## config.mk

```make
export PLATFORM = sky130hd
export DESIGN_NAME = mlc_link_cmd
export DESIGN_NICKNAME = d
export VERILOG_FILES = /design/src/rtl/mlc_pkg.sv /design/src/rtl/mlc_link_cmd.sv
export SDC_FILE = /design/constraint.sdc
export NUM_CORES = 1
export LEC_CHECK = 0
export BUFFER_PORTS_ARGS = -buffer_cell sky130_fd_sc_hd__clkbuf_2
export CORE_AREA = 2 2 205 207
export CTS_CLUSTER_DIAMETER = 100
export DETAILED_ROUTE_END_ITERATION = 8
export DIE_AREA = 0 0 207 209
export PLACE_DENSITY_LB_ADDON = 0.25
export SYNTH_ARGS = -nofsm -noshare
export SYNTH_HDL_FRONTEND = slang
export SYNTH_HIERARCHICAL = 1
export SYNTH_SLANG_ARGS = --single-unit
```

## constraint.sdc

```tcl
create_clock -name CLK_IN -period 4.7 [get_ports CLK_IN]
set_input_delay 0.47 -clock CLK_IN [delete_from_list [all_inputs] [get_ports CLK_IN]]
set_output_delay 0.47 -clock CLK_IN [all_outputs]
set_load 0.005 [all_outputs]
```

## src/rtl/mlc_pkg.sv

```systemverilog
package mlc_pkg;
    // Command word layout, link table and FIFO sizes
    localparam int CW_W  = 16;
    localparam int SRC_W = 5;
    localparam int NMOD  = 32;
    localparam int FIFO_DEPTH = 4;
    // Fixed command words
    localparam logic [15:0] CMD_FILLER   = 16'h0000;
    localparam logic [15:0] CMD_VIOL     = 16'h000E;
    localparam logic [15:0] CMD_STAT_Q   = 16'h0010;
    localparam logic [15:0] CMD_TIME_Q   = 16'h0014;
    localparam logic [15:0] CMD_REMOTE   = 16'h0015;
    localparam logic [15:0] CMD_LOCAL    = 16'h0016;
    localparam logic [15:0] CMD_MODEL_Q  = 16'h0017;
    localparam logic [15:0] CMD_SERIAL_Q = 16'h0018;
    localparam logic [15:0] CMD_FW_Q     = 16'h0019;
    localparam logic [15:0] CMD_PACE_OFF = 16'h001A;
    localparam logic [15:0] CMD_PACE_ON  = 16'h001B;
    localparam logic [15:0] CMD_RPL_END  = 16'h0900;
    // High-byte opcodes
    localparam logic [7:0] OP_PLAIN_REQ = 8'h01;
    localparam logic [7:0] OP_TEARDOWN  = 8'h02;
    localparam logic [7:0] OP_GRANT     = 8'h03;
    localparam logic [7:0] OP_REFUSE    = 8'h04;
    localparam logic [7:0] OP_TD_ACK    = 8'h05;
    localparam logic [7:0] OP_STATUS    = 8'h06;
    localparam logic [7:0] OP_ADDR_SET  = 8'h07;
    localparam logic [7:0] OP_RPL_BYTE  = 8'h08;
    localparam logic [7:0] OP_INIT_TAG  = 8'h0A;
    localparam logic [7:0] OP_RESP_TAG  = 8'h0B;
    localparam logic [7:0] OP_TAG_REQ   = 8'h0E;
    // Limits and field values
    localparam logic [7:0] PLAIN_KIND_MAX = 8'h02;
    localparam logic [7:0] ADDR_LIMIT     = 8'h1F;
    localparam logic [7:0] CHR_MIN        = 8'h20;
    localparam logic [7:0] CHR_MAX        = 8'h7E;
    localparam logic [7:0] CHR_ZERO       = 8'h30;
    localparam logic [7:0] ID_MAX_LEN     = 8'h80;
    localparam logic [4:0] TIME_DIGITS    = 5'h10;
    localparam logic [4:0] DATE_DIGITS    = 5'h08;
    localparam logic [3:0] TAG_HI         = 4'h1;
    localparam logic [4:0] ADDR_RST       = 5'h1F;
    // Identity texts, values arbitrary
    localparam int ID_CHARS = 8;
    localparam logic [63:0] MODEL_TXT  = 64'h4D4F_442D_3030_3031;
    localparam logic [63:0] SERIAL_TXT = 64'h534E_3030_3030_3031;
    localparam logic [63:0] FW_TXT     = 64'h5245_562D_3031_2E30;
    localparam logic [7:0]  ID_LEN     = 8'h08;
    // Local request kinds
    localparam logic [1:0] LOC_DATA = 2'h0;
    localparam logic [1:0] LOC_LREQ = 2'h1;
    localparam logic [1:0] LOC_LBRK = 2'h2;
    localparam logic [1:0] LOC_SRQ  = 2'h3;
    typedef enum logic [2:0] {S_IDLE, S_EXEC, S_TIME, S_ID, S_TAG} mlc_seq_e;
    typedef enum logic [1:0] {L_IDLE, L_REQ, L_UP, L_BRK} mlc_lnk_e;
endpackage

```

## src/rtl/mlc_link_cmd.sv

```systemverilog
`timescale 1ns/1ps
`default_nettype none

module mlc_fifo #(
    parameter int W = 21,
    parameter int D = 4
) (
    input  wire logic         clk_in,
    input  wire logic         rstn_in,
    input  wire logic         in_valid_in,
    input  wire logic [W-1:0] in_data_in,
    output logic              in_ready_out,
    output logic              out_valid_out,
    output logic [W-1:0]      out_data_out,
    input  wire logic         out_ready_in
);
    localparam int AW = $clog2(D);
    logic [W-1:0]  mem_ff [D];
    logic [AW-1:0] wp_ff;
    logic [AW-1:0] rp_ff;
    logic [AW:0]   cnt_ff;
    wire           wr = in_valid_in && in_ready_out;
    wire           rd = out_valid_out && out_ready_in;
    assign in_ready_out  = (cnt_ff != (AW+1)'(D));
    assign out_valid_out = (cnt_ff != '0);
    assign out_data_out  = mem_ff[rp_ff];
    always_ff @(posedge clk_in or negedge rstn_in) begin
        if (!rstn_in) begin
            wp_ff  <= '0;
            rp_ff  <= '0;
            cnt_ff <= '0;
        end else begin
            wp_ff  <= wr ? AW'(wp_ff + 1'b1) : wp_ff;
            rp_ff  <= rd ? AW'(rp_ff + 1'b1) : rp_ff;
            cnt_ff <= (AW+1)'(cnt_ff + wr - rd);
        end
    end
    always_ff @(posedge clk_in) begin
        if (wr) begin
            mem_ff[wp_ff] <= in_data_in;
        end
    end
endmodule

module mlc_link_cmd
    import mlc_pkg::*;
(
    // Clock and reset
    input  wire logic             CLK_IN,
    input  wire logic             RSTN_IN,
    // Received command words
    input  wire logic             CMD_VALID_IN,
    input  wire logic [CW_W-1:0]  CMD_WORD_IN,
    input  wire logic [SRC_W-1:0] CMD_SRC_IN,
    output logic                  CMD_READY_OUT,
    // Local requests
    input  wire logic             LOC_VALID_IN,
    input  wire logic [1:0]       LOC_OP_IN,
    input  wire logic [SRC_W-1:0] LOC_DST_IN,
    input  wire logic [CW_W-1:0]  LOC_ARG_IN,
    output logic                  LOC_READY_OUT,
    // Transmitted command words
    output logic                  TX_VALID_OUT,
    output logic [CW_W-1:0]       TX_WORD_OUT,
    output logic [SRC_W-1:0]      TX_DST_OUT,
    input  wire logic             TX_READY_IN,
    // Instrument state
    input  wire logic             GRANT_EN_IN,
    input  wire logic             TIME_OK_IN,
    input  wire logic             DATE_OK_IN,
    input  wire logic [63:0]      TIME_BCD_IN,
    input  wire logic [7:0]       STATUS_IN,
    input  wire logic [4:0]       ADDR_SW_IN,
    output logic                  KEY_BLANK_OUT,
    output logic [4:0]            BUS_ADDR_OUT
);
    mlc_seq_e         st_ff;
    mlc_seq_e         nxt_st;
    mlc_lnk_e         lnk_ff [NMOD];
    logic [NMOD-1:0]  rem_ff;
    logic [NMOD-1:0]  pace_ff;
    logic [NMOD-1:0]  tag_ff;
    logic [3:0]       kind_ff [NMOD];
    logic             is_cmd_ff;
    logic [1:0]       lop_ff;
    logic [CW_W-1:0]  word_ff;
    logic [SRC_W-1:0] src_ff;
    logic [63:0]      time_ff;
    logic             tok_ff;
    logic             dok_ff;
    logic [1:0]       id_sel_ff;
    logic [7:0]       idx_ff;
    logic             rdy_ff;
    logic             blank_ff;
    logic [4:0]       addr_ff;
    logic [4:0]       sw_meta_ff;
    logic [4:0]       sw_ff;
    logic             tx_valid_ff;
    logic [CW_W-1:0]  tx_word_ff;
    logic [SRC_W-1:0] tx_dst_ff;

    function automatic logic [7:0] id_char(input logic [1:0] sel, input logic [7:0] i);
        logic [63:0] t;
        logic [7:0]  c;
        t = (sel == 2'h0) ? MODEL_TXT : (sel == 2'h1) ? SERIAL_TXT : FW_TXT;
        c = t[63 - 8 * i[2:0] -: 8];
        return (c < CHR_MIN || c > CHR_MAX) ? CHR_MIN : c;
    endfunction

    // Request intake
    wire take_cmd = rdy_ff && CMD_VALID_IN;
    wire take_loc = rdy_ff && LOC_VALID_IN && !CMD_VALID_IN &&
                    !(LOC_OP_IN == LOC_DATA && pace_ff[LOC_DST_IN]);

    wire [7:0]  hi    = word_ff[15:8];
    wire [7:0]  lo    = word_ff[7:0];
    mlc_lnk_e   cur;
    assign cur = lnk_ff[src_ff];
    wire        up    = (cur == L_UP);
    wire [3:0]  kind  = word_ff[3:0];
    wire [15:0] viol  = CMD_VIOL;

    // Execute-state word and table effects
    logic            ex_push;
    logic [15:0]     ex_word;
    logic            ex_we;
    mlc_lnk_e        ex_lnk;
    logic            ex_tag;
    mlc_seq_e        ex_next;
    always_comb begin
        ex_push = 1'b0;
        ex_word = viol;
        ex_we   = 1'b0;
        ex_lnk  = cur;
        ex_tag  = tag_ff[src_ff];
        ex_next = S_IDLE;
        if (!is_cmd_ff) begin
            case (lop_ff)
                LOC_DATA: begin
                    // data only on an up link
                    ex_push = up;
                    ex_word = word_ff;
                end
                LOC_LREQ: begin
                    ex_push = 1'b1;
                    ex_word = {word_ff[8] ? OP_TAG_REQ : OP_PLAIN_REQ, 4'h0, kind};
                    ex_we   = 1'b1;
                    ex_lnk  = L_REQ;
                    ex_tag  = word_ff[8];
                end
                LOC_LBRK: begin
                    ex_push = up;
                    ex_word = {OP_TEARDOWN, 4'h0, kind_ff[src_ff]};
                    ex_we   = up;
                    ex_lnk  = L_BRK;
                end
                default: begin
                    ex_push = up;
                    ex_word = {OP_STATUS, lo};
                end
            endcase
        end else if (word_ff == CMD_TIME_Q) begin
            ex_next = S_TIME;
        end else if (word_ff == CMD_MODEL_Q || word_ff == CMD_SERIAL_Q || word_ff == CMD_FW_Q) begin
            ex_next = S_ID;
        end else if (word_ff == CMD_REMOTE || word_ff == CMD_LOCAL) begin
            ex_push = !up;
        end else if (word_ff == CMD_STAT_Q) begin
            ex_push = 1'b1;
            ex_word = {OP_STATUS, STATUS_IN};
        end else if (word_ff == CMD_VIOL || word_ff == CMD_FILLER ||
                     word_ff == CMD_PACE_OFF || word_ff == CMD_PACE_ON) begin
            ex_we  = (word_ff == CMD_VIOL);
            ex_lnk = L_IDLE;
        end else begin
            case (hi)
                OP_PLAIN_REQ, OP_TAG_REQ: begin
                    ex_push = 1'b1;
                    ex_we   = 1'b1;
                    ex_tag  = (hi == OP_TAG_REQ);
                    if (GRANT_EN_IN && (ex_tag || lo <= PLAIN_KIND_MAX)) begin
                        ex_word = {OP_GRANT, lo};
                        ex_lnk  = L_UP;
                        ex_next = ex_tag ? S_TAG : S_IDLE;
                    end else begin
                        ex_word = {OP_REFUSE, lo};
                        ex_lnk  = L_IDLE;
                    end
                end
                OP_TEARDOWN: begin
                    ex_push = (cur != L_BRK);
                    ex_word = up ? {OP_TD_ACK, lo} : viol;
                    ex_we   = 1'b1;
                    ex_lnk  = L_IDLE;
                end
                OP_GRANT, OP_REFUSE: begin
                    ex_push = (cur != L_REQ);
                    ex_we   = (cur == L_REQ);
                    ex_lnk  = (hi == OP_GRANT) ? L_UP : L_IDLE;
                    ex_next = (cur == L_REQ && hi == OP_GRANT && tag_ff[src_ff]) ? S_TAG : S_IDLE;
                end
                OP_TD_ACK: begin
                    ex_push = (cur != L_BRK);
                    ex_we   = (cur == L_BRK);
                    ex_lnk  = L_IDLE;
                end
                default: begin
                    ex_push = 1'b0;
                end
            endcase
        end
    end

    // Sequenced reply words
    wire [4:0]  tdig  = idx_ff[4:0];
    wire [3:0]  bcd   = time_ff[63 - 4 * tdig -: 4];
    wire        dzero = !dok_ff && (tdig < DATE_DIGITS);
    wire        t_end = !tok_ff || (tdig >= TIME_DIGITS);
    wire        i_end = (idx_ff >= ID_LEN) || (idx_ff >= ID_MAX_LEN);
    logic        push;
    logic [15:0] push_word;
    always_comb begin
        case (st_ff)
            S_EXEC: begin
                push      = ex_push;
                push_word = ex_word;
            end
            S_TIME: begin
                push      = 1'b1;
                push_word = t_end ? CMD_RPL_END :
                            {OP_RPL_BYTE, dzero ? CHR_ZERO : CHR_ZERO + {4'h0, bcd}};
            end
            S_ID: begin
                push      = 1'b1;
                push_word = i_end ? CMD_RPL_END : {OP_RPL_BYTE, id_char(id_sel_ff, idx_ff)};
            end
            S_TAG: begin
                push      = 1'b1;
                push_word = {is_cmd_ff && hi == OP_GRANT ? OP_INIT_TAG : OP_RESP_TAG,
                             TAG_HI, kind};
            end
            default: begin
                push      = 1'b0;
                push_word = CMD_FILLER;
            end
        endcase
    end

    wire f_in_rdy;
    wire f_out_v;
    wire [CW_W+SRC_W-1:0] f_out;
    wire go = !push || f_in_rdy;
    wire f_pop = f_out_v && (!tx_valid_ff || TX_READY_IN);

    mlc_fifo #(.W(CW_W + SRC_W), .D(FIFO_DEPTH)) u_fifo (
        .clk_in        (CLK_IN),
        .rstn_in       (RSTN_IN),
        .in_valid_in   (push),
        .in_data_in    ({push_word, src_ff}),
        .in_ready_out  (f_in_rdy),
        .out_valid_out (f_out_v),
        .out_data_out  (f_out),
        .out_ready_in  (f_pop)
    );

    always_comb begin
        nxt_st = st_ff;
        case (st_ff)
            S_IDLE: nxt_st = (take_cmd || take_loc) ? S_EXEC : S_IDLE;
            S_EXEC: nxt_st = go ? ex_next : S_EXEC;
            S_TIME: nxt_st = (go && t_end) ? S_IDLE : S_TIME;
            S_ID:   nxt_st = (go && i_end) ? S_IDLE : S_ID;
            S_TAG:  nxt_st = go ? S_IDLE : S_TAG;
            default: nxt_st = S_IDLE;
        endcase
    end

    wire [7:0] nxt_idx = (st_ff == S_EXEC) ? 8'h00 : (go ? 8'(idx_ff + 1'b1) : idx_ff);

    always_ff @(posedge CLK_IN or negedge RSTN_IN) begin
        if (!RSTN_IN) begin
            st_ff <= S_IDLE;
            rdy_ff <= 1'b0;
            idx_ff <= 8'h00;
            sw_meta_ff <= 5'h00;
            sw_ff <= 5'h00;
        end else begin
            st_ff <= nxt_st;
            rdy_ff <= (nxt_st == S_IDLE);
            idx_ff <= nxt_idx;
            sw_meta_ff <= ADDR_SW_IN;
            sw_ff <= sw_meta_ff;
        end
    end

    always_ff @(posedge CLK_IN or negedge RSTN_IN) begin
        if (!RSTN_IN) begin
            is_cmd_ff <= 1'b0;
            lop_ff <= LOC_DATA;
            word_ff <= CMD_FILLER;
            src_ff <= '0;
            time_ff <= '0;
            tok_ff <= 1'b0;
            dok_ff <= 1'b0;
            id_sel_ff <= 2'h0;
        end else if (take_cmd || take_loc) begin
            is_cmd_ff <= take_cmd;
            lop_ff <= LOC_OP_IN;
            word_ff <= take_cmd ? CMD_WORD_IN : LOC_ARG_IN;
            src_ff <= take_cmd ? CMD_SRC_IN : LOC_DST_IN;
            time_ff <= TIME_BCD_IN;
            tok_ff <= TIME_OK_IN;
            dok_ff <= DATE_OK_IN;
            id_sel_ff <= CMD_WORD_IN[1:0] - 2'h3;
        end
    end

    wire exec_go = (st_ff == S_EXEC) && go;
    wire cmd_go  = exec_go && is_cmd_ff;

    always_ff @(posedge CLK_IN or negedge RSTN_IN) begin
        if (!RSTN_IN) begin
            for (int i = 0; i < NMOD; i++) begin
                lnk_ff[i] <= L_IDLE;
                kind_ff[i] <= 4'h0;
            end
            tag_ff <= '0;
        end else if (exec_go && ex_we) begin
            lnk_ff[src_ff] <= ex_lnk;
            kind_ff[src_ff] <= (ex_lnk == L_BRK) ? kind_ff[src_ff] : kind;
            tag_ff[src_ff] <= ex_tag;
        end
    end

    wire [NMOD-1:0] sel = NMOD'(1) << src_ff;
    wire clr_all = exec_go && ex_we && ex_lnk == L_IDLE;
    wire [NMOD-1:0] nxt_rem = clr_all ? rem_ff & ~sel :
        (cmd_go && up && word_ff == CMD_REMOTE) ? rem_ff | sel :
        (cmd_go && up && word_ff == CMD_LOCAL) ? rem_ff & ~sel : rem_ff;
    wire [NMOD-1:0] nxt_pace = clr_all ? pace_ff & ~sel :
        (cmd_go && up && tag_ff[src_ff] && word_ff == CMD_PACE_OFF) ? pace_ff | sel :
        (cmd_go && word_ff == CMD_PACE_ON) ? pace_ff & ~sel : pace_ff;

    always_ff @(posedge CLK_IN or negedge RSTN_IN) begin
        if (!RSTN_IN) begin
            rem_ff <= '0;
            pace_ff <= '0;
            blank_ff <= 1'b0;
        end else begin
            rem_ff <= nxt_rem;
            pace_ff <= nxt_pace;
            blank_ff <= |nxt_rem;
        end
    end

    wire addr_cmd = cmd_go && hi == OP_ADDR_SET;
    wire [4:0] nxt_addr = !addr_cmd ? addr_ff : (lo >= ADDR_LIMIT) ? sw_ff : lo[4:0];

    always_ff @(posedge CLK_IN or negedge RSTN_IN) begin
        if (!RSTN_IN) begin
            addr_ff <= ADDR_RST;
            tx_valid_ff <= 1'b0;
            tx_word_ff <= CMD_FILLER;
            tx_dst_ff <= '0;
        end else begin
            addr_ff <= nxt_addr;
            tx_valid_ff <= f_pop || (tx_valid_ff && !TX_READY_IN);
            tx_word_ff <= f_pop ? f_out[CW_W+SRC_W-1:SRC_W] : tx_word_ff;
            tx_dst_ff <= f_pop ? f_out[SRC_W-1:0] : tx_dst_ff;
        end
    end

    assign CMD_READY_OUT = rdy_ff;
    assign LOC_READY_OUT = rdy_ff;
    assign TX_VALID_OUT  = tx_valid_ff;
    assign TX_WORD_OUT   = tx_word_ff;
    assign TX_DST_OUT    = tx_dst_ff;
    assign KEY_BLANK_OUT = blank_ff;
    assign BUS_ADDR_OUT  = addr_ff;
endmodule

`default_nettype wire

```

==> metrics.sh <==
POSTCTSRESIZEDCELLS=0
CAP_VIOL_MAX_COUNT=0
FILLCELLCOUNT=2888
WORST-PATH-MAX-FANOUT=27
CELL_TYPES_WITH_THE_LARGEST_AREA_SHARE_AFTER_SYNTHESIS='sky130_fd_sc_hd__dfrtp_1 44%, sky130_fd_sc_hd__edfxtp_1 10%, sky130_fd_sc_hd__mux4_2 8.4%'
CTS_TREE='built'
POST_ROUTE_CELLS_DRIVE_ABOVE_1_SHARE_PCT=27.5
LAYOUT_WORST_PATH_CYCLE_SHARE_PCT=92.1
GRT_TOTAL_OVFL=0
DESIGN_POWER_TOTAL_W=0.0159
DR_TOTAL_VIAS=16500
GRT_ANTENNA_BEFORE_REPAIR=0
CRITICALPATHCATEGORY='register to register'
TOTALNEGATIVESETUPSLACK_NS=0
POSTSYNTH.ASYNCRESETSHARE_PCT=83.9
TOTAL_LEAKAGE_POWER_nW=11.9
NUMBER_OF_ENABLE_TYPE_REGISTER_CELLS_IN_THE_SYNTHESIZED_NETLIST=84
SYNTH_TOP_AREA_CELL='sky130_fd_sc_hd__dfrtp_1'
FINALNETCOUNT=2172
HP-CLASS='primary input to register'
AREA.GROWTH.SYNTH_TO_FINAL_PCT=13.3
SETUP_VIOL=0
GRT_RESOURCE_USAGE_TOTAL_PCT=28.2
WORST_EP_ARRIVAL_TIME_NS=4.80
CTS_BUFFER_DEPTH=3
DRT_FIRST_PASS_ITERS=5
YS_SEQ_AREA_SHARE_PCT=54.4
POST-SYNTH-TOP-AREA-FRACTION_PCT=43.7
STATUS='finished, final reports clean'
CLOCK-ROOT-BUFFER='sky130_fd_sc_hd__clkbuf_16'
GRT_PASS1_VIAS=16900
REPORT.FINAL.HOLD_VIOL_COUNT=0
SYNTH_FF_TYPE='sky130_fd_sc_hd__dfrtp_1'
CP_DATA_REQUIRED_TIME_NS=5.17
GRT_PASS1_WL_UM=95700
CLK_PIN_SLEW_NS=0.06
IOPINCOUNT=159
GRT_START_MAX_NET_PINS=116
FP.COREAREA_UM2=41300
POST_DRT_WL_PER_CELL_UM=23.1
YS_TYPES=90
CTS_INSERTED_BUFFERS=52
CTS.HTREE.LEVELS=2
WORST_CLOCK_SKEW_NS=0.0217
ROWS=75
CLOCK_SINK_COUNT=521
TIMING.MAX_SLEW.REL_SLACK_PCT=29.7
CELLPOWERDENSITY_nW_PER_UM2=566
SLEW_AT_THE_PIN_CLOSEST_TO_ITS_MAX_SLEW_LIMIT_NS=1.05
VDD_IR_DROP_MAX_V=0.000371
BUFFER_PORTS.INSERTED=158
TOTALWIRELENGTH_UM=60300
CLKLATENCYLATEPIN_NS=0.62
SYNTH_SEQ_CELLS=521
RSZ0062_AT_GRT='no'
FP.DIEH_UM=209
DP.FINAL_HPWL_UM=41200
TIMING.CRITICAL_PATH.FROM_TYPE='register'
REMAINING_DRC_ERRORS=0
SYN_NETS=2028
DETAIL-ROUTE-ANTENNA-NETS=0
MAXIMUM_OPERATING_FREQUENCY_MHz=231
YS_WARN_COUNT=6
DR.FIRST_ITER.DRC_COUNT=1563
SYNTH.AVG_CELL_AREA_UM2=13.1
GP_CONGESTION=0.963
PERIOD_NEEDED_NS=4.33
POST_DRT_VIA_CELL_RATIO=6.33
DIE-WIDTH_UM=207
INITIAL_CORE_UTILIZATION_PCT=59.9
FP.DIEAREA_UM2=43300
INSERTEDDIODECOUNT=0
SYN_INST=1886
SYNTH_AREA_UM2=24700
FINALMAXSLEWVIOLATIONS=0
CRITICAL_PATH.ENDPOINT_TYPE='register'
## per-stage QoR
step           setup WS [ns]  instances  utilization (%)  hold slack [ns]  instance area (µm²)
6_report               0.373       2613             67.9           0.0630                28000
5_1_grt               0.0956       2613             67.9           0.0591                28000
4_1_cts                0.291       2612             67.9           0.0330                28000
3_5_place_dp           0.330       2508             63.2            0.339                26100
2_1_floorplan          0.662       1886                -            0.174                24700
3_3_place_gp           0.437       2508             63.2            0.335                26100
## per-layer routing
metal / vias to the layer above / wire [µm] / GRT usage [%]
met5: - / 0 / 0
met4: 0 / 2010 / 10.2
met3: 137 / 4200 / 5.77
met2: 617 / 28700 / 44.2
met1: 8412 / 25400 / 39.6
li1: 7377 / - / -
## repair_timing
| action | 4_1_cts | 5_1_grt |
|---|---|---|
| setup buffers | 0 | 1 |
| endpoints found under the setup margin | 0 | 2 |
| hold buffers | 6 | 0 |
| endpoints found under the hold margin | 105 | 0 |
## synthesized netlist by cell type (9+ instances only)
master                       n
sky130_fd_sc_hd__nor3_1     10
sky130_fd_sc_hd__nor2b_1    13
sky130_fd_sc_hd__and2_1     10
sky130_fd_sc_hd__buf_6       9
sky130_fd_sc_hd__nor4_1     12
sky130_fd_sc_hd__ha_1       12
sky130_fd_sc_hd__nand3_4    28
sky130_fd_sc_hd__or3_1      10
sky130_fd_sc_hd__xnor2_1     9
sky130_fd_sc_hd__nand2b_1   12
sky130_fd_sc_hd__clkbuf_1   69
sky130_fd_sc_hd__buf_1      29
sky130_fd_sc_hd__a21oi_1    20
sky130_fd_sc_hd__and3_1     12
sky130_fd_sc_hd__inv_1      21
sky130_fd_sc_hd__mux2i_1    54
sky130_fd_sc_hd__nor2_1     60
sky130_fd_sc_hd__mux2_2    113
sky130_fd_sc_hd__nand2_1   163
sky130_fd_sc_hd__nand3_1    18
sky130_fd_sc_hd__o21ai_0   192
sky130_fd_sc_hd__mux2_1    140
sky130_fd_sc_hd__o21ai_1    25
sky130_fd_sc_hd__mux4_2     92
sky130_fd_sc_hd__dfrtp_1   432
sky130_fd_sc_hd__buf_2      15
sky130_fd_sc_hd__nand4_1    16
sky130_fd_sc_hd__o31ai_1    24
sky130_fd_sc_hd__o22ai_1    12
sky130_fd_sc_hd__edfxtp_1   84
sky130_fd_sc_hd__a22oi_1    26
## report_power, final
group          total, W  switching [W]  internal, W
Combinational   0.00514        0.00300      0.00215
Sequential      0.00632       0.000872      0.00544
Clock           0.00441        0.00181      0.00260
## state kept, by name (all words and copies together) (netlist names), 2 cells and up, named ones only
| signal | count |
|---|---|
| BUS_ADDR_OUT | 5 |
| idx_ff | 8 |
| st_ff | 3 |
| u_fifo/wp_ff | 2 |
| u_fifo/mem_ff | 84 |
| lnk_ff | 64 |
| src_ff | 5 |
| u_fifo/rp_ff | 2 |
| lop_ff | 2 |
| id_sel_ff | 2 |
| TX_WORD_OUT | 16 |
| TX_DST_OUT | 5 |
| rem_ff | 32 |
| word_ff | 16 |
| time_ff | 64 |
| kind_ff | 128 |
| sw_meta_ff | 5 |
| tag_ff | 32 |
| sw_ff | 5 |
| u_fifo/cnt_ff | 3 |
## layout by cell type, fill, tap and decap left out, types with 53 or more instances in the layout
cell	netlist	routed
sky130_fd_sc_hd__dfrtp_1	432	430
sky130_fd_sc_hd__o21ai_0	192	191
sky130_fd_sc_hd__nand2_1	163	163
sky130_fd_sc_hd__clkbuf_2	0	157
sky130_fd_sc_hd__mux2_1	140	140
sky130_fd_sc_hd__mux2_2	113	113
sky130_fd_sc_hd__mux4_2	92	92
sky130_fd_sc_hd__edfxtp_1	84	84
sky130_fd_sc_hd__nor2_1	60	57
sky130_fd_sc_hd__mux2i_1	54	54
sky130_fd_sc_hd__clkbuf_16	0	53
## critical path, stage by stage, from the launching register on
cell	delay, ns
sky130_fd_sc_hd__dfrtp_4	0.64
sky130_fd_sc_hd__buf_4	0.26
sky130_fd_sc_hd__mux2i_1	0.25
sky130_fd_sc_hd__o221ai_1	0.15
sky130_fd_sc_hd__a21oi_1	0.27
sky130_fd_sc_hd__and3_1	0.41
sky130_fd_sc_hd__mux2_4	0.35
sky130_fd_sc_hd__nor4_2	0.37
sky130_fd_sc_hd__a2111oi_4	0.13
sky130_fd_sc_hd__buf_4	0.26
sky130_fd_sc_hd__or2_1	0.37
sky130_fd_sc_hd__a21o_1	0.23
sky130_fd_sc_hd__a2111oi_2	0.37
sky130_fd_sc_hd__nand4_1	0.13
## layout make-up
class                           count  area (µm²)  share of cell area, %
Clock inverter                     26         339                   1.21
Clock buffer                       72        1510                   5.38
Timing Repair Buffer              220        1350                   4.81
Multi-Input combinational cell   1212       10600                   37.8
Inverter                           23        86.3                  0.308
Sequential cell                   521       13500                   48.1
Tap cell                          539         674                   2.41
## logic make-up after synthesis
logic type,after synthesis,share of synthesized area (%)
XOR/XNOR,13,0.460
AO/OA/AOI/OAI,381,9.61
flip-flops,521,54.4
multiplexers,403,22.5
AND/OR/NAND/NOR,402,9.49
buffers and inverters,153,2.89
adder cells (fa/ha/maj),13,0.688
## worst paths after layout
check / slack [ns] / to / depth (start not counted) / start
min: 0.06 / word_ff[4] / 3 / CMD_WORD_IN[4]
max: 0.37 / KEY_BLANK_OUT / 13 / src_ff[1]
max in group asynchronous: 2.87 / lnk_ff[6] / 3 / RSTN_IN
max reg2reg: 0.37 / KEY_BLANK_OUT / 13 / src_ff[1]
min in group asynchronous: 0.48 / asynchronous set/reset pin / 2 / RSTN_IN
min reg2reg: 0.35 / sw_ff[2] / 0 / sw_meta_ff[2]
(Power assumes the default switching activity.)
